File: src/core/period_timer_cfg.svh
// Constants of the period timer mode control.
// Overview of operation
// - Mode 00000: count while enable set, hold otherwise.
// - Modes 00001/00010: count while enable and gate level.
// - Modes 00011-00101: edge resets count, enable stops.
// - Modes 00110/00111: held reset at given signal level.
// - Mode 01000: one-shot started by enable alone.
// - Modes 01001-01011: one-shot started by chosen edge.
// - Modes 01100/01101: edge starts, later edges reset count.
// - Modes 01110/01111: edge start, opposite level holds reset.
// - One-shot match: clear enable, stop at zero.
// - Monostable 10001-10011: edge start, stop keeps enable.
// - Modes 10110/10111: level start, opposite level resets.
// - Edge modes need fresh edge after enable set.
// - Flag raised when postscale count reaches selection.
// - Interrupt request only when period irq enabled.
// - Count per tick; after match return zero, postscale.
`ifndef PERIOD_TIMER_CFG_SVH
`define PERIOD_TIMER_CFG_SVH
`define PT_COUNT_W 8
`define PT_POST_W 4
`define PT_COUNT_RST 8'h00
`define PT_PERIOD_RST 8'hFF
`define PT_POST_RST 4'h0
`endif

File: src/core/period_timer_pkg.sv
// Types shared by the period timer mode control.
package period_timer_pkg;
  // Decoded behaviour of one mode code.
  typedef struct packed {
    logic valid;
    logic one_shot;
    logic mono;
    logic sw_start;
    logic start_rise;
    logic start_fall;
    logic start_high;
    logic start_low;
    logic gate_high;
    logic gate_low;
    logic rst_rise;
    logic rst_fall;
    logic rst_high;
    logic rst_low;
  } mode_dec_t;
  // Edge and level view of the external reset signal.
  typedef struct packed {
    logic level;
    logic rise;
    logic fall;
  } ers_view_t;
endpackage : period_timer_pkg

File: src/core/ers_sync.sv
// Synchroniser and edge detector for the external reset signal.
`timescale 1ns/1ps
`default_nettype none
module ers_sync (
  // Clock and reset.
  input wire logic mclk,
  input wire logic sys_rst,
  // Raw signal and its view.
  input wire logic sig_in,
  output var period_timer_pkg::ers_view_t view
);
  logic meta_ff;
  logic sync_ff;
  logic last_ff;
  logic nxt_meta;
  logic nxt_sync;
  logic nxt_last;

  // Two stages, then a third copy for edges so the first stage feeds only the second.
  always_comb begin
    nxt_meta = sig_in;
    nxt_sync = meta_ff;
    nxt_last = sync_ff;
    view.level = sync_ff;
    view.rise = sync_ff & ~last_ff;
    view.fall = ~sync_ff & last_ff;
  end

  // Register stage.
  always_ff @(posedge mclk) begin
    if (sys_rst) begin
      meta_ff <= 1'b0;
      sync_ff <= 1'b0;
      last_ff <= 1'b0;
    end else begin
      meta_ff <= nxt_meta;
      sync_ff <= nxt_sync;
      last_ff <= nxt_last;
    end
  end
endmodule : ers_sync
`default_nettype wire

File: src/core/period_timer_mode_control.sv
// Mode control, counter and postscaler of the 8-bit period timer.
`timescale 1ns/1ps
`default_nettype none
`include "period_timer_cfg.svh"
module period_timer_mode_control #(
  parameter int COUNT_W = `PT_COUNT_W,
  parameter int POST_W = `PT_POST_W
) (
  // Clock and reset.
  input wire logic mclk,
  input wire logic sys_rst,
  // Timer tick from the prescaler, one cycle wide.
  input wire logic timer_tick,
  // Software control.
  input wire logic [4:0] mode_select,
  input wire logic enable_set,
  input wire logic enable_clear,
  input wire logic [COUNT_W-1:0] period_register,
  input wire logic period_load,
  input wire logic [POST_W-1:0] postscale_select,
  input wire logic period_irq_enable,
  input wire logic irq_flag_clear,
  // External reset signal from another peripheral.
  input wire logic external_reset_signal,
  // Status and outputs.
  output logic enable_ff,
  output logic running_ff,
  output logic [COUNT_W-1:0] count_value_ff,
  output logic postscaled_pulse_ff,
  output logic period_irq_flag_ff,
  output logic irq_request_ff
);
  // The sized reset constants and increments are written for these widths only.
  if (COUNT_W != 8 || POST_W != 4) begin : g_width_check
    $error("period_timer_mode_control supports only 8-bit count and 4-bit postscale");
  end

  // Decode a mode code into its start, reset and stop behaviour.
  function automatic period_timer_pkg::mode_dec_t decode(input logic [4:0] m);
    period_timer_pkg::mode_dec_t d;
    d = '0;
    d.valid = 1'b1;
    case (m)
      5'h00: d.sw_start = 1'b1;
      5'h01: begin d.sw_start = 1'b1; d.gate_high = 1'b1; end
      5'h02: begin d.sw_start = 1'b1; d.gate_low = 1'b1; end
      5'h03: begin d.sw_start = 1'b1; d.rst_rise = 1'b1; d.rst_fall = 1'b1; end
      5'h04: begin d.sw_start = 1'b1; d.rst_rise = 1'b1; end
      5'h05: begin d.sw_start = 1'b1; d.rst_fall = 1'b1; end
      5'h06: begin d.sw_start = 1'b1; d.rst_low = 1'b1; end
      5'h07: begin d.sw_start = 1'b1; d.rst_high = 1'b1; end
      5'h08: begin d.one_shot = 1'b1; d.sw_start = 1'b1; end
      5'h09: begin d.one_shot = 1'b1; d.start_rise = 1'b1; end
      5'h0A: begin d.one_shot = 1'b1; d.start_fall = 1'b1; end
      5'h0B: begin d.one_shot = 1'b1; d.start_rise = 1'b1; d.start_fall = 1'b1; end
      5'h0C: begin d.one_shot = 1'b1; d.start_rise = 1'b1; d.rst_rise = 1'b1; end
      5'h0D: begin d.one_shot = 1'b1; d.start_fall = 1'b1; d.rst_fall = 1'b1; end
      5'h0E: begin d.one_shot = 1'b1; d.start_rise = 1'b1; d.rst_low = 1'b1; end
      5'h0F: begin d.one_shot = 1'b1; d.start_fall = 1'b1; d.rst_high = 1'b1; end
      5'h11: begin d.mono = 1'b1; d.start_rise = 1'b1; end
      5'h12: begin d.mono = 1'b1; d.start_fall = 1'b1; end
      5'h13: begin d.mono = 1'b1; d.start_rise = 1'b1; d.start_fall = 1'b1; end
      5'h16: begin d.one_shot = 1'b1; d.start_high = 1'b1; d.rst_low = 1'b1; end
      5'h17: begin d.one_shot = 1'b1; d.start_low = 1'b1; d.rst_high = 1'b1; end
      default: d = '0;
    endcase
    return d;
  endfunction : decode

  // Synchronised view of the external signal.
  period_timer_pkg::ers_view_t ers;
  ers_sync u_ers_sync (
    .mclk(mclk),
    .sys_rst(sys_rst),
    .sig_in(external_reset_signal),
    .view(ers)
  );

  period_timer_pkg::mode_dec_t dec;
  logic [4:0] mode_ff;
  logic [COUNT_W-1:0] period_buf_ff;
  logic [POST_W-1:0] post_cnt_ff;
  logic rise_seen_ff;
  logic fall_seen_ff;
  logic nxt_enable;
  logic nxt_running;
  logic [COUNT_W-1:0] nxt_count;
  logic [COUNT_W-1:0] nxt_period_buf;
  logic [POST_W-1:0] nxt_post_cnt;
  logic nxt_pulse;
  logic nxt_flag;
  logic nxt_irq;
  logic [4:0] nxt_mode;
  logic nxt_rise_seen;
  logic nxt_fall_seen;
  logic start_evt;
  logic hw_reset;
  logic gate_ok;
  logic match;
  logic ext_rst_evt;
  logic mode_change;

  // Next-state logic of the whole timer.
  always_comb begin
    dec = decode(mode_ff);
    nxt_mode = mode_select;
    mode_change = (mode_select != mode_ff);
    nxt_enable = enable_ff;
    nxt_running = running_ff;
    nxt_count = count_value_ff;
    nxt_period_buf = period_buf_ff;
    nxt_post_cnt = post_cnt_ff;
    nxt_pulse = 1'b0;
    nxt_rise_seen = rise_seen_ff;
    nxt_fall_seen = fall_seen_ff;
    // Edges are latched between ticks so a short pulse is not lost to a slow tick.
    if (ers.rise) nxt_rise_seen = 1'b1;
    if (ers.fall) nxt_fall_seen = 1'b1;
    if (enable_set) nxt_enable = 1'b1;
    else if (enable_clear) nxt_enable = 1'b0;
    match = (count_value_ff == period_buf_ff);
    gate_ok = (!dec.gate_high || ers.level) && (!dec.gate_low || !ers.level);
    hw_reset = (dec.rst_high && ers.level) || (dec.rst_low && !ers.level);
    // Edge starts need an edge seen while enabled; edges before enable are dropped.
    start_evt = (dec.start_rise && rise_seen_ff) || (dec.start_fall && fall_seen_ff)
      || (dec.start_high && ers.level) || (dec.start_low && !ers.level)
      || dec.sw_start;
    ext_rst_evt = running_ff && ((dec.rst_rise && rise_seen_ff) ||
      (dec.rst_fall && fall_seen_ff));
    if (!enable_ff) begin
      nxt_running = 1'b0;
      nxt_rise_seen = 1'b0;
      nxt_fall_seen = 1'b0;
    end else if (timer_tick) begin
      // An edge arriving on the tick cycle is kept for the next tick, else it is lost.
      nxt_rise_seen = ers.rise;
      nxt_fall_seen = ers.fall;
      if (!dec.valid) begin
        nxt_running = 1'b0;
      end else if (hw_reset || ext_rst_evt) begin
        nxt_count = `PT_COUNT_RST;
        nxt_post_cnt = `PT_POST_RST;
        nxt_period_buf = period_register;
        if (hw_reset) nxt_running = 1'b0;
      end else if (!running_ff) begin
        if (start_evt) begin
          nxt_running = 1'b1;
          nxt_post_cnt = `PT_POST_RST;
        end
      end else if (gate_ok) begin
        if (match) begin
          nxt_count = `PT_COUNT_RST;
          nxt_period_buf = period_register;
          if (post_cnt_ff == postscale_select) begin
            nxt_post_cnt = `PT_POST_RST;
            nxt_pulse = 1'b1;
          end else begin
            nxt_post_cnt = post_cnt_ff + 4'h1;
          end
          if (dec.one_shot) begin
            nxt_enable = 1'b0;
            nxt_running = 1'b0;
          end
          if (dec.mono) nxt_running = 1'b0;
        end else begin
          nxt_count = count_value_ff + 8'h01;
        end
      end
    end
    // A control write reloads the period buffer and clears the postscaler.
    if (period_load || enable_set || enable_clear || mode_change) begin
      nxt_period_buf = period_register;
      nxt_post_cnt = `PT_POST_RST;
    end
    // Set wins over software clear.
    nxt_flag = nxt_pulse || (period_irq_flag_ff && !irq_flag_clear);
    nxt_irq = nxt_flag && period_irq_enable;
  end

  // Register stage.
  always_ff @(posedge mclk) begin
    if (sys_rst) begin
      mode_ff <= 5'h00;
      enable_ff <= 1'b0;
      running_ff <= 1'b0;
      count_value_ff <= `PT_COUNT_RST;
      period_buf_ff <= `PT_PERIOD_RST;
      post_cnt_ff <= `PT_POST_RST;
      rise_seen_ff <= 1'b0;
      fall_seen_ff <= 1'b0;
      postscaled_pulse_ff <= 1'b0;
      period_irq_flag_ff <= 1'b0;
      irq_request_ff <= 1'b0;
    end else begin
      mode_ff <= nxt_mode;
      enable_ff <= nxt_enable;
      running_ff <= nxt_running;
      count_value_ff <= nxt_count;
      period_buf_ff <= nxt_period_buf;
      post_cnt_ff <= nxt_post_cnt;
      rise_seen_ff <= nxt_rise_seen;
      fall_seen_ff <= nxt_fall_seen;
      postscaled_pulse_ff <= nxt_pulse;
      period_irq_flag_ff <= nxt_flag;
      irq_request_ff <= nxt_irq;
    end
  end
endmodule : period_timer_mode_control
`default_nettype wire

File: config.mk
export PLATFORM = sky130hd
export DESIGN_NAME = period_timer_mode_control
export DESIGN_NICKNAME = d
export VERILOG_FILES = /design/src/core/period_timer_pkg.sv /design/src/core/ers_sync.sv /design/src/core/period_timer_mode_control.sv
export VERILOG_INCLUDE_DIRS = /design/src /design/src/core
export SDC_FILE = /design/constraint.sdc
export NUM_CORES = 1
export LEC_CHECK = 0
export BUFFER_PORTS_ARGS = -buffer_cell sky130_fd_sc_hd__buf_2
export CORE_UTILIZATION = 50
export CTS_BUF_LIST = sky130_fd_sc_hd__clkbuf_16
export CTS_CLUSTER_DIAMETER = 60
export DETAILED_ROUTE_END_ITERATION = 6
export GPL_ROUTABILITY_DRIVEN = 0
export PLACE_DENSITY_LB_ADDON = 0.1
export SYNTH_ARGS = -nofsm -noshare
export SYNTH_HDL_FRONTEND = slang
export SYNTH_SLANG_ARGS = --single-unit
File: constraint.sdc
create_clock -name mclk -period 1.7 [get_ports mclk]
set_input_delay 0.255 -clock mclk [delete_from_list [all_inputs] [get_ports mclk]]
set_output_delay 0.255 -clock mclk [all_outputs]
set_load 0.1 [all_outputs]
Yosys cells after proc, flatten, opt, wreduce, memory -nomap -nowiden
Index checks and enable logic that the tools add are counted.

Bits in registers: 35. Bits in latches: 0. Memory bits (writable): 0. ROM bits: 0. Bits of input ports: 26. Output and inout port bits: 13. Word-level logic and storage cells: 167. Memories kept: 0.

Add/sub/neg operators: 2. Multipliers: 0. Divide/modulo/power cells: 0. Order comparisons: 0. Equality and inequality tests: 26. Shift-type cells: 0. Multiplexer cells: 63. Bitwise gates (word level): 5. Reductions and logical operators: 57.

Operators by type and width (count): $mux 8 (12); $mux 1 (45); $eq 5x4->1 const B (8); $eq 5x5->1 const B (5); $mux 4 (6); $reduce_or 21->1 (1); $eq 5x3->1 const B (4); $reduce_or 3->1 (5); $reduce_bool 2->1 (7); $logic_or 1x1->1 (13); $logic_and 1x1->1 (12); $reduce_and 6->1 (2); $reduce_bool 3->1 (4); $reduce_or 6->1 (2); $eq 5x2->1 const B (2); $reduce_or 10->1 (1); $reduce_or 9->1 (1); $add 8x1->8 const B (1); $eq 8x8->1 (1); $ne 3x1->1 const B (2); $eq 5x1->1 const B (1); $logic_not 5->1 (1); $ne 5x5->1 (1); $reduce_and 5->1 (1); other kinds (8) (15).

Depth between registers and ports, before layout
Gate-level depths: netlist of run 1.

Depth after elaboration: 13. Gate-level depth with buffers: 8. Mapped depth without buffers: 6.

Cells and area by module
Synthesis of run 1 repeated with hierarchy kept, for this count alone.

Cells, all modules: 225. Area total of the unflattened synthesis: 2006.9 µm².

Modules (own cells, without submodules): period_timer_mode_control (instances 1, cells an instance 216, area an instance 1908.1 µm², seq. area each 640.6 µm²); ers_sync (instances 1, cells an instance 9, area an instance 98.8 µm², seq. area each 60.1 µm²).

Worst setup path before layout of run 1
Ideal clock, no wire load.

Path type: flip-flop to flip-flop. From: reg count_value_ff[2]. To: reg post_cnt_ff[1]. Library setup time: 0.070 ns. Data arrival time: 2.446 ns. Required time: 1.630 ns. Slack: -0.816 ns. Cell stages (with the launch flop): 8. Buffers on the path: 1. Period minus slack after synthesis: 2.516 ns. Cell sequence: dfxtp_1 buf_2 xnor2_1 nand4_1 nor2_1 o31ai_4 or4_1 a21oi_1.

Word-level cells in the longest chain between the ends: 3.

Ends and longest elaborated chain: from (decl) (line period_timer_mode_control.sv:28) `output logic [COUNT_W-1:0] count_value_ff,`; from (signal assigned) (line period_timer_mode_control.sv:186) `` count_value_ff <= `PT_COUNT_RST; ``; from (signal assigned) (line period_timer_mode_control.sv:198) `count_value_ff <= nxt_count;`; $eq 8x8->1 (line period_timer_mode_control.sv:121) `match = (count_value_ff == period_buf_ff);`; $ne 3x1->1 (no source line); $reduce_and 6->1 (no source line); to (signal assigned) (line period_timer_mode_control.sv:188) `` post_cnt_ff <= `PT_POST_RST; ``; to (signal assigned) (line period_timer_mode_control.sv:200) `post_cnt_ff <= nxt_post_cnt;`; to (decl) (line period_timer_mode_control.sv:82) `logic [POST_W-1:0] post_cnt_ff;`.

Every way passes these cells. A chain may end at the register's enable or synchronous reset.

Final worst setup path of run 1
From: reg mode_ff[1]. To: reg count_value_ff[7].

Word-level cells in the longest chain between the ends: 9.

Ends and longest elaborated chain: from (decl) (line period_timer_mode_control.sv:80) `logic [4:0] mode_ff;`; from (signal assigned) (line period_timer_mode_control.sv:195) `mode_ff <= nxt_mode;`; $eq 5x4->1 (tied with other cells) (line period_timer_mode_control.sv:43) `case (m)`; $reduce_or 3->1 (no source line); $mux 1 (line period_timer_mode_control.sv:43); $logic_and 1x1->1 (on tied branches) (line period_timer_mode_control.sv:128, period_timer_mode_control.sv:129); $logic_or 1x1->1 (line period_timer_mode_control.sv:128) `ext_rst_evt = running_ff && ((dec.rst_rise && rise_seen_ff) ||`; $logic_and 1x1->1 (line period_timer_mode_control.sv:128); $logic_or 1x1->1 (line period_timer_mode_control.sv:140) `end else if (hw_reset || ext_rst_evt) begin`; $reduce_bool 2->1 (no source line); $reduce_and 5->1 (no source line).

Several ways; a longest one is shown, not always the timed one.

==> results of run 1 <==
cell usage in the layout, fill, tap and decap left out, drive strengths merged, types with 2 or more instances in the layout:
cell,Yosys,routed
or3,3,3
o31ai,4,4
clkbuf,3,7
nor3b,2,2
buf,7,82
or3b,2,2
nand4b,2,2
nand3b,2,2
a21oi,10,10
nand2,9,9
and4,4,4
nand3,4,4
inv,7,7
a2bb2oi,2,2
nor2b,11,11
o2111ai,3,3
nand2b,3,3
nor3,2,2
nor4,3,3
nor2,30,30
o211ai,2,2
mux2i,9,9
nand4,6,6
dfxtp,35,35
or2,2,2
a2111oi,2,2
xnor2,16,16
ha,2,2
o32ai,2,2
o21ai,3,3
a41oi,2,2
and2,3,3
xor2,10,10
area by class of cell:
cell class                 count  area share [%]
clock inverter                 1           0.259
clock buffer                   7            6.04
multi-input combinational    166            45.5
timing repair buffer          82            19.1
sequential                    35            26.1
inverter                       7           0.993
tap                           48            2.07
flip-flops by register name, indices dropped and copies added, names as in the netlist:
name	count
count_value_ff	8
period_buf_ff	8
mode_ff	5
post_cnt_ff	4
enable_ff	1
fall_seen_ff	1
irq_request_ff	1
period_irq_flag_ff	1
postscaled_pulse_ff	1
rise_seen_ff	1
running_ff	1
u_ers_sync.last_ff	1
u_ers_sync.meta_ff	1
u_ers_sync.nxt_last	1
repair_timing:
item,in CTS,in global routing
gates resized for setup,24,5
endpoints found under the setup margin,25,25
hold buffers,0,0
pin swaps,19,8
setup buffers,7,2
where the power goes:
part / switching [W] / internal (W)
clock: 0.000363 / 0.000721
sequential: 0.0000276 / 0.000827
combinational: 0.000134 / 0.000141
per-layer routing:
metal	track usage [%]	up-vias	part of all wire [%]
li1	-	932	-
met1	28.8	875	43
met2	45.7	54	51
met3	5.73	15	3.7
met4	10.3	0	1.7
met5	0	-	0
final timing paths:
check	from	endpoint
worst max-delay path	mode_ff[1]$_SDFF_PP0_	count_value_ff[7]$_SDFFE_PP0P_
worst min register to register	u_ers_sync.meta_ff$_SDFF_PP0_	u_ers_sync.nxt_last$_SDFF_PP0_
worst min-delay path	external_reset_signal	u_ers_sync.meta_ff$_SDFF_PP0_
worst max register to register	mode_ff[1]$_SDFF_PP0_	count_value_ff[7]$_SDFFE_PP0P_
per-stage QoR:
stage / worst slack, ns / setup TNS (ns) / util (%) / hold slack (ns) / cell area [sq um]
global placement: -0.247 / -5.09 / 67.5 / 0.419 / 2540
CTS: -0.233 / -4.42 / 75.9 / 0.204 / 2860
global route: -0.389 / -7.95 / 76.9 / 0.200 / 2900
floorplan: -0.156 / -2.06 / - / 0.377 / 2090
finish: -0.300 / -6.08 / 76.9 / 0.197 / 2900
detailed placement: -0.281 / -5.94 / 67.5 / 0.434 / 2540
logic make-up (layout without fill, tap and decap cells):
group | after synthesis | in the layout | share of synthesized area, %
simple gates | 94 | 94 | 26.3
compound gates | 35 | 35 | 16.7
flops | 35 | 35 | 34.6
xor+xnor | 26 | 26 | 11.6
buf+inv | 17 | 97 | 5.13
mux | 9 | 9 | 4.45
fa+ha+maj | 2 | 2 | 1.24
==> impl_metrics.env, run 1 <==
export IMPL_outcome="complete, but fails checks"
export IMPL_violations="negative setup slack"
export IMPL_synthCells=218
export IMPL_nNetsFinal=325
export IMPL_grt_ovfl_total=0
export IMPL_cts_sinks=35
export IMPL_rsz0062_at_grt="true"
export IMPL_cts_max_level=2
export IMPL_insertion_delay_ns=0.28
export IMPL_fillers=268
export IMPL_track_usage_pct=25.5
export IMPL_yosysTopAreaCell="dfxtp_1"
export IMPL_synth_edff_count=0
export IMPL_clock_skew_final_ns=0.00346
export IMPL_synth_nets=246
export IMPL_path_cells="or3b_4, a2111oi_4, buf_4, a2111oi_4, buf_12, nand4_1, xor2_1, nor2_2"
export IMPL_yosys_cell_types_count=53
export IMPL_antenna_found_initial=0
export IMPL_dr_first_iter_drc_count=109
export IMPL_cp_max_fo=10
export IMPL_routed_wl_microns=5100
export IMPL_cpLargestDelayFamily="simple AND/OR/NAND/NOR gates"
export IMPL_fin_ws_ns=-0.300
export IMPL_syn_area_sq_um=2030
export IMPL_cp_arrival_ns=2.17
export IMPL_place_inst=329
export IMPL_grt_pass1_wl_microns=8330
export IMPL_crit_slowest_cell="or3b_4"
export IMPL_synth_top_cells_by_count="35 x dfxtp_1, 30 x nor2_1, 15 x xnor2_1"
export IMPL_vias=1876
export IMPL_cp_slowest_stage_delay_ns=0.40
export IMPL_clk_path_buf_depth=2
export IMPL_post_drt_wl_per_cell_microns=14.7
export IMPL_seq_area_sq_um=756
export IMPL_avgSynthCellArea_sq_um=9.29
export IMPL_tightest_slew_ns=0.479
export IMPL_netlist_area_leader_share_pct=34.6
export IMPL_reg2reg_slack_ns=-0.30
export IMPL_slew_viol_final=0
export IMPL_crit_buf_inv=2
export IMPL_clkTransAtPathRegs_ns=0.06
export IMPL_max_freq_ghz=0.500
export IMPL_antenna_cells=0
export IMPL_layout_cells_non_filler=346
export IMPL_required_ns=1.87
export IMPL_yosysWarnings=0
export IMPL_grt_start_max_net_pins=29
export IMPL_hold_violations=0
export IMPL_dieArea_sq_um=4310
export IMPL_min_path_type="in2reg"
export IMPL_cts_tree="built"
export IMPL_yosysMostFrequentCell="dfxtp_1"
export IMPL_cp_depth=8
export IMPL_setup_viol=25
export IMPL_multiInputGateArea_sq_um=1320
export IMPL_ant_nets=0
export IMPL_ys_seq_area_share_pct=34.6
export IMPL_finalCriticalPeriod_ns=2.00
export IMPL_firstDrtPassIters=4
export IMPL_grt_pass1_vias=1860
export IMPL_core_area_sq_um=3770
export IMPL_root_buffer="clkbuf_16"
export IMPL_rows=22
export IMPL_die_w_microns=65.7
export IMPL_hold_depth=2
export IMPL_ys_flop_type="dfxtp_1"
export IMPL_pin_count=39
export IMPL_synth_area_top_cells="dfxtp_1 35%, xnor2_1 6.5%, nor2_1 5.6%"
export IMPL_drc=0
export IMPL_start_util_pct=53.7
export IMPL_viasPerCell=5.42
export IMPL_drive_above_1_share_pct=46.3
export IMPL_start_kind="register"
export IMPL_slew_headroom_pct=68.1
export IMPL_reg2reg_depth=8
export IMPL_maxCapViolations=0
export IMPL_die_h_microns=65.7
export IMPL_cp_end_kind="register"
export IMPL_async_reset_ff_share_pct=0
export IMPL_portBuffers=38
export IMPL_leakage_nw=1.14
export IMPL_fin_crit_sh_pct=118
export IMPL_yosys_register_bits=35
export IMPL_ir_worst_vdd_mv=0.623
export IMPL_critPathKind="reg2reg"
export IMPL_place_hpwl_microns=3380
export IMPL_p_per_area_nw_per_um2=764
export IMPL_numCtsBuffers=5
export IMPL_crit_top_cell="a2111oi_4"
export IMPL_totalPowerFinal_w=0.00221
export IMPL_syn_to_final_growth_pct=43.1
Note: power is estimated with default switching activity, not from simulation.
==> inputs of run 2 (changes only) <==
Settings changed: BUFFER_PORTS_ARGS -buffer_cell sky130_fd_sc_hd__buf_2 to not set, CORE_UTILIZATION 50 to 56, DONT_BUFFER_PORTS set to 1, PLACE_DENSITY set to 0.77, PLACE_DENSITY_LB_ADDON 0.1 to not set, SKIP_CTS_REPAIR_TIMING set to 1.
==> impl_metrics.env, run 2 (synthesis gave the netlist of run 1 again) <==
export IMPL_cts_tree="built"
export IMPL_firstDrtPassIters=4
export IMPL_numCtsBuffers=5
export IMPL_layout_cells_non_filler=312
export IMPL_final_common_cell="buf_4"
export IMPL_place_hpwl_microns=3730
export IMPL_pin_count=39
export IMPL_worstHoldStart="sys_rst"
export IMPL_leakage_nw=0.977
export IMPL_insertion_delay_ns=0.29
export IMPL_clkTransAtPathRegs_ns=0.06
export IMPL_rows=21
export IMPL_final_cell_mix="46 x buf_4, 28 x nor2_1, 19 x dfxtp_1"
export IMPL_min_path_type="in2reg"
export IMPL_cp_arrival_ns=2.20
export IMPL_reg2reg_to="post_cnt_ff[3]$_SDFFE_PP0P_"
export IMPL_slew_viol_final=0
export IMPL_crit_slowest_cell="a2111oi_4"
export IMPL_ant_nets=0
export IMPL_die_h_microns=62.1
export IMPL_start_util_pct=59.8
export IMPL_grt_pass1_vias=1802
export IMPL_maxCapViolations=0
export IMPL_tightest_slew_ns=0.472
export IMPL_p_sw_w=0.000493
export IMPL_p_per_area_nw_per_um2=725
export IMPL_totalPowerFinal_w=0.00197
export IMPL_start_kind="register"
export IMPL_cp_slowest_stage_delay_ns=0.47
export IMPL_cts_max_level=2
export IMPL_reg2reg_depth=7
export IMPL_syn_to_final_growth_pct=34.0
export IMPL_grt_ovfl_total=0
export IMPL_cp_max_fo=8
export IMPL_drive_above_1_share_pct=39.5
export IMPL_hold_violations=0
export IMPL_slew_headroom_pct=68.5
export IMPL_antenna_found_initial=0
export IMPL_tns_ns=-6.28
export IMPL_cpLargestDelayFamily="simple AND/OR/NAND/NOR gates"
export IMPL_fin_ws_ns=-0.329
export IMPL_p_int_w=0.00148
export IMPL_finalCriticalPeriod_ns=2.03
export IMPL_dr_first_iter_drc_count=146
export IMPL_root_buffer="clkbuf_16"
export IMPL_vias=1837
export IMPL_setup_viol=25
export IMPL_rsz0062_at_grt="true"
export IMPL_drc=0
export IMPL_portBuffers=0
export IMPL_nNetsFinal=293
export IMPL_post_drt_wl_per_cell_microns=17.8
export IMPL_path_cells="or3b_4, a2111oi_4, buf_4, nand2_2, o31ai_4, or3_4, a21oi_1"
export IMPL_clock_skew_final_ns=0.00965
export IMPL_whs_endpoint="enable_ff$_SDFF_PP0_"
export IMPL_outcome="complete, but fails checks"
export IMPL_swShare_pct=25.1
export IMPL_power_frac_clock_pct=44.4
export IMPL_cp_end_kind="register"
export IMPL_cts_sinks=35
export IMPL_antenna_cells=0
export IMPL_reg2reg_slack_ns=-0.33
export IMPL_core_area_sq_um=3390
export IMPL_hold_depth=1
export IMPL_p_comb_share_pct=12.1
export IMPL_critPathKind="reg2reg"
export IMPL_crit_buf_inv=1
export IMPL_required_ns=1.87
export IMPL_routed_wl_microns=5550
export IMPL_dieArea_sq_um=3860
export IMPL_ir_worst_vdd_mv=0.719
export IMPL_reg_largest_list="count_value_ff x8, period_buf_ff x8, mode_ff x5"
export IMPL_place_inst=297
export IMPL_grt_start_max_net_pins=33
export IMPL_timing_rr_start="mode_ff[0]$_SDFF_PP0_"
export IMPL_max_freq_ghz=0.493
export IMPL_fin_crit_sh_pct=119
export IMPL_track_usage_pct=27.2
export IMPL_die_w_microns=62.1
export IMPL_p_seq_share_pct=43.6
export IMPL_viasPerCell=5.89
export IMPL_clk_path_buf_depth=2
export IMPL_grt_pass1_wl_microns=8280
export IMPL_violations="negative setup slack"
==> run 2: routing by layer <==
layer	GRT usage (%)	vias up	routed length, microns
met5	0	-	0
met4	10.2	0	129
met3	7.72	12	342
met2	50.1	77	2980
met1	29.3	870	2090
li1	-	878	-
==> run 2: worst reg2reg max path, cell delays in order, from the launching register on <==
cell,delay [ns]
dfxtp_4,0.39
or3b_4,0.40
a2111oi_4,0.47
buf_4,0.22
nand2_2,0.07
o31ai_4,0.11
or3_4,0.21
a21oi_1,0.06
==> run 2: layout make-up <==
class,count,area (sq um)
multi-input combinational,167,1350
sequential,35,756
fill,200,674
timing repair buffer,49,382
clock buffer,5,125
tap,46,57.6
inverter,7,28.8
clock inverter,3,16.3
==> run 2: power by group through the flow <==
stage / sequential [W] / clock (W) / combinational, W
after global routing: 0.000861 / 0.000912 / 0.000251
after floorplan: 0.000882 / 0 / 0.000142
final: 0.000858 / 0.000874 / 0.000238
after CTS: 0.000859 / 0.000883 / 0.000202
after global placement: 0.000874 / 0 / 0.000192
after detailed placement: 0.000876 / 0 / 0.000200
==> run 2: worst max-delay path by stage <==
stage,from,end,slack [ns],cells past startpoint
6_report,mode_ff[0]$_SDFF_PP0_,post_cnt_ff[3]$_SDFFE_PP0P_,-0.33,7
5_1_grt,mode_ff[0]$_SDFF_PP0_,post_cnt_ff[3]$_SDFFE_PP0P_,-0.42,7
4_1_cts,mode_ff[0]$_SDFF_PP0_,count_value_ff[3]$_SDFFE_PP0P_,-0.42,6
3_5_place_dp,mode_ff[0]$_SDFF_PP0_,count_value_ff[7]$_SDFFE_PP0P_,-0.39,6
3_3_place_gp,mode_ff[0]$_SDFF_PP0_,period_buf_ff[2]$_SDFFE_PP1P_,-0.28,6
2_1_floorplan,count_value_ff[2]$_SDFFE_PP0P_,post_cnt_ff[1]$_SDFFE_PP0P_,-0.16,7
==> run 2: metrics by stage <==
step / instance area [sq um] / setup slack (ns) / hold slack [ns] / util, %
3_5_place_dp: 2400 / -0.395 / 0.317 / 70.8
2_1_floorplan: 2090 / -0.156 / 0.377 / -
3_3_place_gp: 2400 / -0.280 / 0.316 / 70.8
5_1_grt: 2720 / -0.420 / 0.0251 / 80.1
6_report: 2720 / -0.329 / 0.0275 / 80.1
4_1_cts: 2540 / -0.419 / 0.0222 / 74.9
